===== config.mk =====
export PLATFORM = sky130hd
export DESIGN_NAME = rffcs_regs
export DESIGN_NICKNAME = d
export VERILOG_FILES = /design/src/rffcs_pkg.sv /design/src/rffcs_regs.sv
export SDC_FILE = /design/constraint.sdc
export NUM_CORES = 1
export LEC_CHECK = 0
export ABC_AREA = 0
export BUFFER_PORTS_ARGS = -buffer_cell sky130_fd_sc_hd__buf_2
export CAP_MARGIN = 20
export CORE_MARGIN = 1
export CORE_UTILIZATION = 54
export CTS_CLUSTER_SIZE = 24
export DETAILED_ROUTE_END_ITERATION = 10
export MAX_ROUTING_LAYER = met4
export PLACE_DENSITY = 0.79
export SLEW_MARGIN = 20
export SYNTH_ARGS = -nofsm -noshare
export SYNTH_HDL_FRONTEND = slang
export SYNTH_SLANG_ARGS = --single-unit

===== constraint.sdc =====
create_clock -name aclk -period 2.2 [get_ports aclk]
set_input_delay 0.22 -clock aclk [delete_from_list [all_inputs] [get_ports aclk]]
set_output_delay 0.22 -clock aclk [all_outputs]
set_load 0.02 [all_outputs]

===== src/rffcs_pkg.sv =====
`default_nettype none
package rffcs_pkg;

  localparam int unsigned ADDR_W     = 8;
  localparam int unsigned DATA_W     = 32;
  localparam int unsigned WORD_BYTES = 4;

  // register indices; byte address is index times word size
  localparam logic [ADDR_W-1:0] IDX_TX_CLK  = 8'h21;
  localparam logic [ADDR_W-1:0] IDX_RX      = 8'h22;
  localparam logic [ADDR_W-1:0] IDX_LD      = 8'h23;
  localparam logic [ADDR_W-1:0] IDX_STATUS  = 8'h24;
  localparam logic [ADDR_W-1:0] IDX_TEMP    = 8'h25;
  localparam logic [ADDR_W-1:0] IDX_GAIN    = 8'h26;
  localparam logic [ADDR_W-1:0] IDX_IRQ_ST  = 8'h2A;
  localparam logic [ADDR_W-1:0] IDX_IRQ_MSK = 8'h2B;

  // writable bits of the configuration and gain words; their other bits read zero except the gain value in bits 9:0
  localparam logic [31:0] MASK_TX_CLK = 32'h0004_3FFF;
  localparam logic [31:0] MASK_RX     = 32'h0000_00FF;
  localparam logic [31:0] MASK_LD     = 32'h0000_7FFF;
  localparam logic [31:0] MASK_TEMP   = 32'h0000_000F;
  localparam logic [31:0] MASK_GEAR   = 32'h0000_3C00;
  localparam logic [31:0] RESET_WORD  = 32'h0000_0000;

  // field positions
  localparam int unsigned TX_ALM      = 18;
  localparam int unsigned TX_PHASE_LO = 11;
  localparam int unsigned TX_PREV_LO  = 8;
  localparam int unsigned TX_INV2_RM  = 7;
  localparam int unsigned TX_INV2_CM  = 6;
  localparam int unsigned TX_INV1_RM  = 5;
  localparam int unsigned TX_INV1_CM  = 4;
  localparam int unsigned TX_MODE_LO  = 1;
  localparam int unsigned TX_DPLL     = 0;
  localparam int unsigned RX_SENS_LO  = 6;
  localparam int unsigned RX_MIX_LO   = 4;
  localparam int unsigned RECEIVE_HIGHPASS_CORNER_LO  = 2;
  localparam int unsigned RX_GAIN_LO  = 0;
  localparam int unsigned LD_PD       = 14;
  localparam int unsigned LD_SRC_LO   = 12;
  localparam int unsigned LD_LVL_LO   = 8;
  localparam int unsigned LD_REFA_LO  = 4;
  localparam int unsigned LD_REFB_LO  = 0;
  localparam int unsigned TP_HYST     = 3;
  localparam int unsigned TP_EN       = 2;
  localparam int unsigned TP_DELTA_LO = 0;
  localparam int unsigned GR_GEAR_LO  = 10;
  localparam int unsigned GR_VAL_LO   = 0;

  // codes
  localparam logic [1:0] MIX_READER = 2'h1;
  localparam logic [1:0] MIX_CARD   = 2'h2;
  localparam logic [1:0] SRC_NFC    = 2'h0;
  localparam logic [1:0] SRC_RF     = 2'h1;
  localparam logic [1:0] SRC_BOTH   = 2'h2;
  localparam logic [1:0] RESP_OKAY  = 2'h0;
  localparam logic [1:0] RESP_SLV   = 2'h2;

  // interrupt status bits
  localparam int unsigned IRQ_W       = 4;
  localparam int unsigned IRQ_CMD_ERR = 0;
  localparam int unsigned IRQ_STBY    = 1;
  localparam int unsigned IRQ_CAL     = 2;
  localparam int unsigned IRQ_REG_OK  = 3;
  localparam int unsigned SYNC_W      = 12;

  typedef enum logic [3:0] {
    SEL_TX_CLK  = 4'h0,
    SEL_RX      = 4'h1,
    SEL_LD      = 4'h2,
    SEL_STATUS  = 4'h3,
    SEL_TEMP    = 4'h4,
    SEL_GAIN    = 4'h5,
    SEL_IRQ_ST  = 4'h6,
    SEL_IRQ_MSK = 4'h7,
    SEL_NONE    = 4'hF
  } rffcs_sel_t;

  // order matches the status word, bit 9 down to bit 0
  typedef struct packed {
    logic regulator_output_ready;
    logic parameter_error;
    logic syntax_error;
    logic semantic_error;
    logic standby_blocked_by_field;
    logic boot_cause_temp;
    logic boot_cause_soft_reset;
    logic boot_cause_wake_counter;
    logic boot_cause_field_detect;
    logic boot_cause_power_on;
  } rffcs_status_t;

  typedef struct packed {
    logic       active_load_mod_enable;
    logic [2:0] recovered_clock_phase_step;
    logic [2:0] driver_clock_mode;
    logic       driver_one_invert;
    logic       driver_two_invert;
    logic       digital_pll_enable;
    logic       reader_mixer_enable;
    logic       card_mixer_enable;
    logic [1:0] receive_highpass_corner;
    logic [1:0] baseband_gain;
    logic [1:0] miller_sens;
    logic       field_level_detector_powerdown;
    logic       field_detected;
    logic [3:0] detect_level;
    logic [3:0] level_ref_a;
    logic [3:0] level_ref_b;
    logic       temp_sensor_enable;
    logic       thermal_hysteresis_enable;
    logic [1:0] temp_threshold;
  } rffcs_cfg_t;

endpackage : rffcs_pkg
`default_nettype wire


===== src/rffcs_regs.sv =====
`timescale 1ns/1ps
`default_nettype none
module rffcs_regs
  import rffcs_pkg::*;
(
  input  wire logic                aclk,
  input  wire logic                aresetn,
  input  wire logic [ADDR_W-1:0]   s_axi_awaddr,
  input  wire logic                s_axi_awvalid,
  output var  logic                s_axi_awready,
  input  wire logic [DATA_W-1:0]   s_axi_wdata,
  input  wire logic [3:0]          s_axi_wstrb,
  input  wire logic                s_axi_wvalid,
  output var  logic                s_axi_wready,
  output var  logic [1:0]          s_axi_bresp,
  output var  logic                s_axi_bvalid,
  input  wire logic                s_axi_bready,
  input  wire logic [ADDR_W-1:0]   s_axi_araddr,
  input  wire logic                s_axi_arvalid,
  output var  logic                s_axi_arready,
  output var  logic [DATA_W-1:0]   s_axi_rdata,
  output var  logic [1:0]          s_axi_rresp,
  output var  logic                s_axi_rvalid,
  input  wire logic                s_axi_rready,
  input  wire rffcs_status_t       status_pins,
  input  wire logic                nfc_level_pin,
  input  wire logic                rf_level_pin,
  input  wire logic                card_mode,
  input  wire logic                prevention_active,
  input  wire logic                cal_done,
  input  wire logic [3:0]          cal_gear_result,
  input  wire logic [9:0]          cal_value,
  output var  rffcs_cfg_t          cfg,
  output var  logic                cal_start,
  output var  logic                cal_use_dpc_gear,
  output var  logic [3:0]          calibration_gear,
  output var  logic                irq
);

  //////////////////////////////////////////////////////////////////////////
  // word index only; low address bits ignored, no sub-word decode
  function automatic rffcs_sel_t decode(input logic [ADDR_W-1:0] a);
    logic [ADDR_W-1:0] idx;
    idx = ADDR_W'(a / WORD_BYTES);
    case (idx)
      IDX_TX_CLK:  decode = SEL_TX_CLK;
      IDX_RX:      decode = SEL_RX;
      IDX_LD:      decode = SEL_LD;
      IDX_STATUS:  decode = SEL_STATUS;
      IDX_TEMP:    decode = SEL_TEMP;
      IDX_GAIN:    decode = SEL_GAIN;
      IDX_IRQ_ST:  decode = SEL_IRQ_ST;
      IDX_IRQ_MSK: decode = SEL_IRQ_MSK;
      default:     decode = SEL_NONE;
    endcase
  endfunction : decode

  // byte lanes and writable mask; reserved bits never take a one
  function automatic logic [31:0] merge(input logic [31:0] old,
                                        input logic [31:0] data,
                                        input logic [3:0]  strb,
                                        input logic [31:0] mask);
    logic [31:0] lanes;
    lanes = {{8{strb[3]}}, {8{strb[2]}}, {8{strb[1]}}, {8{strb[0]}}};
    merge = (old & ~(lanes & mask)) | (data & lanes & mask);
  endfunction : merge

  //////////////////////////////////////////////////////////////////////////
  // three-stage synchroniser, change taken once stages two and three agree
  logic [SYNC_W-1:0] sync1;
  logic [SYNC_W-1:0] sync2;
  logic [SYNC_W-1:0] sync3;
  logic [SYNC_W-1:0] pin_flt;
  logic [SYNC_W-1:0] agree;

  // a pin caught mid-change keeps its last agreed level
  assign agree = sync2 ~^ sync3;

  always_ff @(posedge aclk) begin
    if (!aresetn) begin
      sync1   <= '0;
      sync2   <= '0;
      sync3   <= '0;
      pin_flt <= '0;
    end else begin
      sync1   <= {nfc_level_pin, rf_level_pin, status_pins};
      sync2   <= sync1;
      sync3   <= sync2;
      pin_flt <= (pin_flt & ~agree) | (sync2 & agree);
    end
  end

  rffcs_status_t st;
  logic          nfc_ind;
  logic          rf_ind;
  assign st      = rffcs_status_t'(pin_flt[$bits(rffcs_status_t)-1:0]);
  assign rf_ind  = pin_flt[$bits(rffcs_status_t)];
  assign nfc_ind = pin_flt[SYNC_W-1];

  //////////////////////////////////////////////////////////////////////////
  // bus handshakes
  rffcs_sel_t        wsel;
  rffcs_sel_t        rsel;
  logic [ADDR_W-1:0] aw_addr;
  logic [31:0]       w_data;
  logic [3:0]        w_strb;
  logic              wr_fire;
  logic              rd_fire;

  // both halves parked until the response, so either may come first
  assign wr_fire = !s_axi_awready && !s_axi_wready && !s_axi_bvalid;
  assign rd_fire = s_axi_arvalid && s_axi_arready;
  assign wsel    = decode(aw_addr);
  assign rsel    = decode(s_axi_araddr);

  always_ff @(posedge aclk) begin
    if (!aresetn) begin
      s_axi_awready <= 1'b1;
      s_axi_wready  <= 1'b1;
      s_axi_bvalid  <= 1'b0;
      s_axi_bresp   <= RESP_OKAY;
      aw_addr       <= '0;
      w_data        <= '0;
      w_strb        <= '0;
    end else begin
      if (s_axi_awvalid && s_axi_awready) begin
        s_axi_awready <= 1'b0;
        aw_addr       <= s_axi_awaddr;
      end
      if (s_axi_wvalid && s_axi_wready) begin
        s_axi_wready <= 1'b0;
        w_data       <= s_axi_wdata;
        w_strb       <= s_axi_wstrb;
      end
      if (wr_fire) begin
        s_axi_bvalid <= 1'b1;
        s_axi_bresp  <= (wsel == SEL_NONE) ? RESP_SLV : RESP_OKAY;
      end else if (s_axi_bvalid && s_axi_bready) begin
        s_axi_bvalid  <= 1'b0;
        s_axi_awready <= 1'b1;
        s_axi_wready  <= 1'b1;
      end
    end
  end

  //////////////////////////////////////////////////////////////////////////
  // configuration words
  logic [31:0] tx_clk_reg;
  logic [31:0] rx_reg;
  logic [31:0] ld_reg;
  logic [31:0] temp_reg;

  always_ff @(posedge aclk) begin
    if (!aresetn) begin
      tx_clk_reg <= RESET_WORD;
      rx_reg     <= RESET_WORD;
      ld_reg     <= RESET_WORD;
      temp_reg   <= RESET_WORD;
    end else if (wr_fire) begin
      // masked write keeps reserved bits zero
      case (wsel)
        SEL_TX_CLK: tx_clk_reg <= merge(tx_clk_reg, w_data, w_strb,
                                        MASK_TX_CLK);
        SEL_RX:     rx_reg     <= merge(rx_reg, w_data, w_strb, MASK_RX);
        SEL_LD:     ld_reg     <= merge(ld_reg, w_data, w_strb, MASK_LD);
        SEL_TEMP:   temp_reg   <= merge(temp_reg, w_data, w_strb,
                                        MASK_TEMP);
        default: ;
      endcase
    end
  end

  //////////////////////////////////////////////////////////////////////////
  // gain reference and calibration
  logic [31:0] gear_word;
  logic [9:0]  gain_reference_value;
  logic        written_since_read;

  // gear lanes merged onto the old gear; value bits of a write dropped
  assign gear_word = merge({18'h0, calibration_gear, 10'h0}, w_data,
                           w_strb, MASK_GEAR);

  always_ff @(posedge aclk) begin
    if (!aresetn) begin
      calibration_gear     <= 4'h0;
      gain_reference_value <= 10'h000;
      written_since_read   <= 1'b0;
      cal_start            <= 1'b0;
      cal_use_dpc_gear     <= 1'b0;
    end else begin
      cal_start <= 1'b0;
      // a finish meeting a new start is dropped; the new cycle answers
      if (wr_fire && wsel == SEL_GAIN) begin
        // host sets gear; value bits ignored, cycle derives it
        calibration_gear   <= gear_word[GR_GEAR_LO +: 4];
        written_since_read <= 1'b1;
        cal_start          <= 1'b1;
        cal_use_dpc_gear   <= 1'b0;
      end else if (rd_fire && rsel == SEL_GAIN) begin
        written_since_read <= 1'b0;
        // plain read starts calibration from power-control gear
        if (!written_since_read) begin
          cal_start        <= 1'b1;
          cal_use_dpc_gear <= 1'b1;
        end
      end else if (cal_done) begin
        gain_reference_value <= cal_value;
        if (cal_use_dpc_gear) begin
          calibration_gear <= cal_gear_result;
        end
      end
    end
  end

  //////////////////////////////////////////////////////////////////////////
  // interrupt status, set beats write-one-to-clear
  logic [IRQ_W-1:0] irq_status;
  logic [IRQ_W-1:0] irq_mask;
  logic [IRQ_W-1:0] irq_event;
  logic [IRQ_W-1:0] irq_clear;
  rffcs_status_t    st_prev;
  logic [IRQ_W-1:0] next_irq_status;
  logic [IRQ_W-1:0] next_irq_mask;

  assign irq_event[IRQ_CMD_ERR] =
    (st.parameter_error & ~st_prev.parameter_error) |
    (st.syntax_error & ~st_prev.syntax_error) |
    (st.semantic_error & ~st_prev.semantic_error);
  assign irq_event[IRQ_STBY] =
    st.standby_blocked_by_field & ~st_prev.standby_blocked_by_field;
  assign irq_event[IRQ_CAL] = cal_done;
  assign irq_event[IRQ_REG_OK] =
    st.regulator_output_ready & ~st_prev.regulator_output_ready;
  assign irq_clear = (wr_fire && wsel == SEL_IRQ_ST && w_strb[0])
                     ? w_data[IRQ_W-1:0] : '0;
  assign next_irq_status = (irq_status & ~irq_clear) | irq_event;
  assign next_irq_mask   = (wr_fire && wsel == SEL_IRQ_MSK && w_strb[0])
                           ? w_data[IRQ_W-1:0] : irq_mask;

  always_ff @(posedge aclk) begin
    if (!aresetn) begin
      irq_status <= '0;
      irq_mask   <= '0;
      st_prev    <= '0;
      irq        <= 1'b0;
    end else begin
      st_prev    <= st;
      irq_status <= next_irq_status;
      irq_mask   <= next_irq_mask;
      // built from next values so the pin tracks the sticky bits
      irq        <= |(next_irq_status & next_irq_mask);
    end
  end

  //////////////////////////////////////////////////////////////////////////
  // read path
  logic [31:0] read_word;

  always_comb begin
    read_word = '0;
    case (rsel)
      SEL_TX_CLK:  read_word = tx_clk_reg;
      SEL_RX:      read_word = rx_reg;
      SEL_LD:      read_word = ld_reg;
      SEL_STATUS:  read_word = {22'h0, st};
      SEL_TEMP:    read_word = temp_reg;
      SEL_GAIN:    read_word = {18'h0, calibration_gear,
                                gain_reference_value};
      SEL_IRQ_ST:  read_word = {28'h0, irq_status};
      SEL_IRQ_MSK: read_word = {28'h0, irq_mask};
      default:     read_word = '0;
    endcase
  end

  // data captured at the take; a later write cannot tear a read
  always_ff @(posedge aclk) begin
    if (!aresetn) begin
      s_axi_arready <= 1'b1;
      s_axi_rvalid  <= 1'b0;
      s_axi_rdata   <= '0;
      s_axi_rresp   <= RESP_OKAY;
    end else if (rd_fire) begin
      s_axi_arready <= 1'b0;
      s_axi_rvalid  <= 1'b1;
      s_axi_rdata   <= read_word;
      s_axi_rresp   <= (rsel == SEL_NONE) ? RESP_SLV : RESP_OKAY;
    end else if (s_axi_rvalid && s_axi_rready) begin
      s_axi_rvalid  <= 1'b0;
      s_axi_arready <= 1'b1;
    end
  end

  //////////////////////////////////////////////////////////////////////////
  // decoded controls toward the analog front end
  logic [1:0] mix_code;
  logic       nfc_det;
  assign mix_code = rx_reg[RX_MIX_LO +: 2];
  assign nfc_det  = nfc_ind & ~ld_reg[LD_PD];

  // every control leaves on a flop, one cycle after its bit
  always_ff @(posedge aclk) begin
    if (!aresetn) begin
      cfg <= '0;
    end else begin
      // active load modulation only in card mode
      cfg.active_load_mod_enable <= tx_clk_reg[TX_ALM] & card_mode;
      // phase step, 45 degrees per count
      cfg.recovered_clock_phase_step <= tx_clk_reg[TX_PHASE_LO +: 3];
      // prevention mode overrides the reader clock mode
      cfg.driver_clock_mode <= prevention_active
                               ? tx_clk_reg[TX_PREV_LO +: 3]
                               : tx_clk_reg[TX_MODE_LO +: 3];
      // inversion bit of the current mode only
      cfg.driver_one_invert <= card_mode ? tx_clk_reg[TX_INV1_CM]
                                         : tx_clk_reg[TX_INV1_RM];
      cfg.driver_two_invert <= card_mode ? tx_clk_reg[TX_INV2_CM]
                                         : tx_clk_reg[TX_INV2_RM];
      cfg.digital_pll_enable <= tx_clk_reg[TX_DPLL];
      // mixer selection, other codes power both down
      cfg.reader_mixer_enable <= (mix_code == MIX_READER);
      cfg.card_mixer_enable   <= (mix_code == MIX_CARD);
      // corner code passed to the filter
      cfg.receive_highpass_corner <= rx_reg[RECEIVE_HIGHPASS_CORNER_LO +: 2];
      // gain code passed to the amplifier
      cfg.baseband_gain <= rx_reg[RX_GAIN_LO +: 2];
      cfg.miller_sens   <= rx_reg[RX_SENS_LO +: 2];
      cfg.field_level_detector_powerdown <= ld_reg[LD_PD];
      case (ld_reg[LD_SRC_LO +: 2])
        SRC_NFC:  cfg.field_detected <= nfc_det;
        SRC_RF:   cfg.field_detected <= rf_ind;
        SRC_BOTH: cfg.field_detected <= nfc_det | rf_ind;
        default:  cfg.field_detected <= 1'b1;
      endcase
      cfg.detect_level <= ld_reg[LD_LVL_LO +: 4];
      cfg.level_ref_a  <= ld_reg[LD_REFA_LO +: 4];
      cfg.level_ref_b  <= ld_reg[LD_REFB_LO +: 4];
      cfg.temp_sensor_enable        <= temp_reg[TP_EN];
      cfg.thermal_hysteresis_enable <= temp_reg[TP_HYST];
      cfg.temp_threshold            <= temp_reg[TP_DELTA_LO +: 2];
    end
  end

endmodule : rffcs_regs
`default_nettype wire


# [Word level (Yosys, flattened, before mapping)]
# Cells that the tools add are included.
[word_totals] ff_bits=314 inputBits=88 output_inout_bits=84 elab_cells=197
[op_classes] eq_ne=36 muxes=32 n_bitwise=45 reduce_logical=33
[op_table] cell="32-bit one-hot mux with 8 select lines" n=1
[op_table] cell="32-bit bitwise AND" n=4
[op_table] cell="6-bit equality test, second input constant" n=16
[op_table] cell="4-bit one-hot mux with 8 select lines" n=2
[op_table] cell="4-bit by 3-bit equality test with 1-bit output, second input constant" n=8
[op_table] cell="15-bit inverter with 32-bit output" n=1
[op_table] cell="19-bit inverter with 32-bit output" n=1
[op_table] cell="4-bit inverter with 32-bit output" n=1
[op_table] cell="8-bit inverter with 32-bit output" n=1
[op_table] cell="32-bit by 15-bit bitwise OR with 32-bit output" n=1
[op_table] cell="32-bit by 19-bit bitwise OR with 32-bit output" n=1
[op_table] cell="32-bit by 4-bit bitwise OR with 32-bit output" n=1
[op_table] cell="32-bit by 8-bit bitwise OR with 32-bit output" n=1
[op_table] cell="12-bit bitwise AND" n=2
[op_table] cell="4-bit 2-to-1 mux" n=6
[op_table] cell="19-bit bitwise AND" n=1
[op_table] cell="1-bit 2-to-1 mux" n=19
[op_table] cell="14-bit bitwise AND" n=1
[op_table] cell="14-bit inverter" n=1
[op_table] cell="14-bit bitwise OR" n=1
[op_table] cell="1-bit logical AND" n=13
[op_table] cell="4-bit by 2-bit equality test with 1-bit output, second input constant" n=3
[op_table] cell="12-bit inverter" n=1
[op_table] cell="12-bit bitwise OR" n=1
[op_table] cell="23 further kinds" n=58

# [Longest topological paths before layout]
# Gate-level depths: netlist of run 1.
[depth] depth_word=11 mapped_depth=8

# [Worst setup path after synthesis of run 1]
# No wires, ideal clock.
[synth_timing] path_kind="register to register" startpoint="reg s_axi_bvalid" endpoint="reg (tool-made name)" setup_time_ns=0.116 t_arrival_ns=1.833 required_ns=2.084 setup_slack_ns=0.251 stages_incl_launch_ff=6 n_path_buf=0 synth_period_minus_slack_ns=1.949 path_cell_list="dfxtp_1 or3_1 or3b_1 and3_1 a32o_2 o211a_1"
[synth_rtl] element="start, declared" line_no="rffcs_regs.sv:16" rtl="output var logic s_axi_bvalid,"
[synth_rtl] element="start signal, assigned" line_no="rffcs_regs.sv:120" rtl="s_axi_bvalid <= 1'b0;"
[synth_rtl] element="start signal, assigned" line_no="rffcs_regs.sv:136" rtl="s_axi_bvalid <= 1'b1;"
[synth_rtl] element="start signal, assigned" line_no="rffcs_regs.sv:139" rtl="s_axi_bvalid <= 1'b0;"

==> impl_metrics.env, run 1 <==
export IMPL_clock_sinks=205
export IMPL_yosys_mux_area_fraction=0.0967
export IMPL_clockRootBuffer="clkbuf_16"
export IMPL_outcome="complete, no violations"
export IMPL_synth_compound_area_share=0.121
export IMPL_routed_wl_mm=18.2
export IMPL_skew_ns=0.00746
export IMPL_fp_dieW_um=123
export IMPL_ant_nets=0
export IMPL_yosysMostFrequentCell="dfxtp_1"
export IMPL_clock_latency_ns=0.48
export IMPL_critPathKind="reg -> reg"
export IMPL_worstPathMaxFanout=8
export IMPL_grt_pass1_wl_mm=28.2
export IMPL_drive_gt1_frac=0.199
export IMPL_timing_final_crit_share=0.920
export IMPL_relSlewSlack=0.550
export IMPL_nets=1067
export IMPL_clockBufferDepth=3
export IMPL_gp_congestion=0.837
export IMPL_end_kind="flip-flop"
export IMPL_drc=0
export IMPL_final_area_sq_um=9750
export IMPL_async_flop_share=0
export IMPL_setup_viol=0
export IMPL_fp_dieArea_sq_um=15100
export IMPL_drv_cap=0
export IMPL_hold_class="in -> reg"
export IMPL_wl_per_cell_um=15.5
export IMPL_cp_data_required_time_ns=2.57
export IMPL_viasPerCell=5.14
export IMPL_synth_area_sq_um=7920
export IMPL_synth_seq_cells=205
export IMPL_dpl_cell_area_sq_um=8750
export IMPL_synth_top_area_share=0.518
export IMPL_synth_ff_type="dfxtp_1"
export IMPL_cp_arrival_ns=2.40
export IMPL_synth_common_cells="dfxtp_1, nand2_1, and2_1"
export IMPL_overflow=0
export IMPL_ys_seq_area_frac=0.518
export IMPL_hold_violations=0
export IMPL_htree_num_levels=1
export IMPL_portBuffers=132
export IMPL_fillCellCount=1109
export IMPL_start_kind="flip-flop"
export IMPL_clk_pin_slew_ns=0.06
export IMPL_numCtsBuffers=21
export IMPL_ir_drop_mv=0.540
export IMPL_via_count=6023
export IMPL_cp_num_buf_inv=0
export IMPL_syn_area_per_cell_sq_um=9.72
export IMPL_synth_area_leaders="dfxtp_1, mux2i_1, and2_1, a21boi_0, nor2b_1"
export IMPL_cts_tree="yes"
export IMPL_antenna_found_initial=0
export IMPL_synth_cell_types=48
export IMPL_slowest_stage="or3b_1"
export IMPL_max_freq_mhz=494
export IMPL_drt_iter0_markers=355
export IMPL_crit_family="simple AND/OR/NAND/NOR gates"
export IMPL_start_util=0.562
export IMPL_die_height_um=123
export IMPL_area_growth_pct=23.2
export IMPL_maxSlewViolCount=0
export IMPL_grtUsageTotal=0.246
export IMPL_diodes=0
export IMPL_critPathMaxStageDelay_ns=0.43
export IMPL_synth_edf_count=0
export IMPL_power_mw=7.73
export IMPL_synth_fa_ha_area_frac=0
export IMPL_synth_area_leader_cell="dfxtp_1"
export IMPL_powerDensity_nw_per_um2=793
export IMPL_min_period_ns=2.02
export IMPL_synthSimpleGateAreaFrac=0.216
export IMPL_io_pins=172
export IMPL_row_count=43
export IMPL_setup_tns_ns=0
export IMPL_cp_cell_sequence="or3_1 > or3b_1 > and3_1 > a32o_2 > o211a_1"
export IMPL_grt_max_degree=60
export IMPL_first_pass_iters=5
export IMPL_core_area_sq_um=14100
export IMPL_p_leak_nw=4.31
export IMPL_rsz0062_at_grt="no"
export IMPL_grt_pass1_vias=5622
export IMPL_synth_top_family_by_area="simple AND/OR/NAND/NOR gates"
export IMPL_dp_hpwl_mm=12.6
export IMPL_worstMarginPinSlew_ns=0.673
export IMPL_yosys_warnings=0
export IMPL_synth_xor_area_share=0.00221
export IMPL_syn_instance_count=814
-- tightest hold or removal path: cells and delay by family --
family	cells	cell delay, ns
simple gates	1	0.09
buf+inv	1	0.08
mux	1	0.06
-- power breakdown --
| part | internal [mW] | total (mW) | switching [mW] |
|---|---|---|---|
| Combinational | 0.219 | 0.468 | 0.250 |
| Clock | 2.05 | 3.41 | 1.36 |
| Sequential | 3.79 | 3.85 | 0.0611 |
-- repair_timing --
action                                  in CTS  in global routing
hold buffers                                33                  0
hold endpoints to repair                    32                  0
endpoints found under the setup margin       0                  1
buffers inserted                             0                  0
resized for setup                            0                  1
-- cells in the final DEF, fill, tap and decap left out, types with 5 or more instances in the layout --
| cell type | n |
|---|---|
| nand2_1 | 108 |
| a21oi_1 | 13 |
| o211a_1 | 6 |
| a21o_1 | 5 |
| a21boi_0 | 55 |
| dfxtp_1 | 205 |
| nand3_1 | 19 |
| dlygate4sd3_1 | 33 |
| buf_2 | 131 |
| conb_1 | 18 |
| mux2i_1 | 72 |
| nor2_1 | 13 |
| buf_4 | 24 |
| clkbuf_16 | 21 |
| and2_1 | 82 |
| nor2b_1 | 65 |
| o22ai_1 | 6 |
| nand2b_1 | 6 |
| o21ai_0 | 32 |
| inv_1 | 6 |
-- per-stage QoR --
step                setup slack (ns)  hold slack [ns]   util  instances
finish                         0.176          0.00567  0.692       1171
detailed placement             0.143            0.417  0.621       1103
floorplan                      0.251            0.320      -        831
global placement               0.162            0.413  0.621       1103
CTS                            0.117         0.000629  0.691       1171
global route                  0.0702          0.00445  0.692       1171
-- final cells by class --
cell class / count / area [sq um] / share of cell area
Tap cell: 180 / 225 / 0.0231
Inverter: 6 / 22.5 / 0.00231
Timing Repair Buffer: 190 / 1210 / 0.124
Multi-Input combinational cell: 555 / 3530 / 0.362
Clock buffer: 27 / 568 / 0.0583
Clock inverter: 8 / 95.1 / 0.00975
Sequential cell: 205 / 4100 / 0.421
-- routing by layer --
metal	share of wire	GRT usage
met5	0	-
met1	0.45	0.312
met3	0.056	0.0512
met2	0.48	0.407
met4	0.013	0.0474
-- kinds of logic after synthesis --
family | after synthesis
and+or+nand+nor | 320
DFF | 205
AOI/OAI and AO/OA | 139
muxes | 76
buffers and inverters | 71
xor gates and xnor gates | 2
other | 1
-- worst paths after layout --
| kind | start | end | slack (ns) | cells after the start |
|---|---|---|---|---|
| hold reg to reg | sync1[1]$_SDFF_PN0_ | sync2[1]$_SDFF_PN0_ | 0.43 | 1 |
| setup / recovery | s_axi_bvalid$_SDFFE_PN0P_ | flip-flop | 0.18 | 5 |
| setup reg to reg | s_axi_bvalid$_SDFFE_PN0P_ | flip-flop | 0.18 | 5 |
| hold / removal | cal_value[1] | gain_reference_value[1]$_SDFFE_PN0P_ | 0.006 | 3 |
Note: power is estimated with default switching activity, not from simulation.
==> run 2, diff against run 1 <==
Settings changed: PLACE_DENSITY 0.79 to 0.91.
==> run 2 against run 1 <==
Against the previous run: register-to-register slack got worse by 0.095 ns; sequential power about the same; via count increased by 4.8%; sequential share of layout area increased by 0.27 points; wire length increased by 7.1%; combinational power about the same; design area decreased by 0.64%; setup slack got worse by 0.095 ns; clock power decreased by 4%; hold slack improved by 0.0022 ns.
==> impl_metrics.env, run 2 (same netlist as run 1, synthesis figures left out) <==
export IMPL_clockBufferDepth=3
export IMPL_io_pins=172
export IMPL_post_cts_buffers=0
export IMPL_gp_congestion=0.868
export IMPL_ant_nets=0
export IMPL_cp_cell_sequence="nor4b_1 > and2_1 > nand3_1 > mux2i_2 > o22ai_1 > a211o_1"
export IMPL_end_kind="flip-flop"
export IMPL_relSlewSlack=0.495
export IMPL_rsz0062_at_grt="no"
export IMPL_portBuffers=132
export IMPL_timing_final_crit_share=0.964
export IMPL_r2r_start="s_axi_wready$_SDFF_PN1_"
export IMPL_worstPathMaxFanout=7
export IMPL_stdcell_count=1169
export IMPL_powerDensity_nw_per_um2=782
export IMPL_power_mw=7.57
export IMPL_ir_drop_mv=0.535
export IMPL_r2r_setup_slack_ns=0.08
export IMPL_skew_ns=0.0183
export IMPL_clk_pin_slew_ns=0.06
export IMPL_crit_family="simple AND/OR/NAND/NOR gates"
export IMPL_grt_pass1_wl_mm=30.2
export IMPL_layout_common_cells="dfxtp_1, buf_2, nand2_1, and2_1, mux2i_1"
export IMPL_critPathMaxStageDelay_ns=0.43
export IMPL_core_area_sq_um=14100
export IMPL_via_count=6310
export IMPL_cts_tree="yes"
export IMPL_min_to="gain_reference_value[1]$_SDFFE_PN0P_"
export IMPL_pre_cts_ws_ns=0.192
export IMPL_setup_viol=0
export IMPL_worstMarginPinSlew_ns=0.755
export IMPL_clockRootBuffer="clkbuf_16"
export IMPL_hold_class="in -> reg"
export IMPL_grtUsageTotal=0.264
export IMPL_maxSlewViolCount=0
export IMPL_viasPerCell=5.40
export IMPL_start_kind="flip-flop"
export IMPL_grt_max_degree=58
export IMPL_area_growth_pct=22.4
export IMPL_critPathKind="reg -> reg"
export IMPL_wl_per_cell_um=16.7
export IMPL_routed_wl_mm=19.5
export IMPL_cp_num_buf_inv=0
export IMPL_fp_dieArea_sq_um=15100
export IMPL_row_count=43
export IMPL_r2r_end="irq$_SDFF_PN0_"
export IMPL_hold_violations=0
export IMPL_clock_sinks=205
export IMPL_antenna_found_initial=1
export IMPL_cp_data_required_time_ns=2.56
export IMPL_dp_hpwl_mm=12.9
export IMPL_fp_dieW_um=123
export IMPL_outcome="complete, no violations"
export IMPL_drv_cap=0
export IMPL_cp_arrival_ns=2.48
export IMPL_holdPathStages=3
export IMPL_mostFrequentLayoutCell="dfxtp_1"
export IMPL_setup_tns_ns=0
export IMPL_startpoint="s_axi_wready$_SDFF_PN1_"
export IMPL_numCtsBuffers=20
export IMPL_dpl_cell_area_sq_um=8750
export IMPL_clock_latency_ns=0.49
export IMPL_r2r_cells=6
export IMPL_start_util=0.562
export IMPL_drc=0
export IMPL_slowest_stage="nor4b_1"
export IMPL_first_pass_iters=5
export IMPL_max_freq_mhz=472
export IMPL_final_area_sq_um=9690
export IMPL_min_period_ns=2.12
export IMPL_grt_pass1_vias=5927
export IMPL_min_delay_start="cal_value[1]"
export IMPL_drt_iter0_markers=481
export IMPL_p_leak_nw=4.29
export IMPL_overflow=0
export IMPL_drive_gt1_frac=0.199
export IMPL_htree_num_levels=1
export IMPL_dp_cells=1104
export IMPL_setup_ws_ns=0.0801
export IMPL_die_height_um=123
export IMPL_nets=1065
[run 2: worst register-to-register path, cell delays in order (launching register included)]
cell and delay, ns:
dfxtp_1 0.37, nor4b_1 0.43, and2_1 0.21, nand3_1 0.26, mux2i_2 0.33, o22ai_1 0.10
a211o_1 0.30
[run 2: through the flow]
stage | utilization | hold WS [ns]
2_1_floorplan | - | 0.320
3_3_place_gp | 0.620 | 0.414
3_5_place_dp | 0.620 | 0.417
4_1_cts | 0.686 | 0.000614
5_1_grt | 0.687 | 0.0154
6_report | 0.687 | 0.00787
[run 2: worst max path at each step]
stage                     slack [ns]              to  depth (start not counted)
after detailed placement        0.19  irq$_SDFF_PN0_                          6
final                           0.08  irq$_SDFF_PN0_                          6
after global placement          0.21  irq$_SDFF_PN0_                          6
after CTS                       0.12  irq$_SDFF_PN0_                          6
after floorplan                 0.25       flip-flop                          5
after global routing            0.01  irq$_SDFF_PN0_                          6
[run 2: power by group]
group	switching [mW]	leakage, nW	internal [mW]	total (mW)
Sequential	0.0614	1.66	3.79	3.85
Clock	1.36	0.314	1.90	3.26
Combinational	0.255	2.31	0.212	0.468
[run 2: final cells by class]
cell class,instances,area (sq um)
flip-flops and latches,205,4100
clock inverters,4,20.0
clock buffers,29,606
repair buffers,189,1180
well taps,180,225
fillers,1058,4410
inverters,6,22.5
diodes,1,2.50
multi-input cells,555,3530
[run 2: repair_timing]
action	4_1_cts	5_1_grt
endpoints found under the hold margin	30	1
resized for setup	0	1
hold buffers	30	1
setup endpoints to repair	0	1
[run 2: layer usage]
metal  routed length (um)  global-route usage
met1                 8160               0.321
met2                 9540               0.445
met3                 1260              0.0420
met4                  514              0.0904
met5                    0                   -
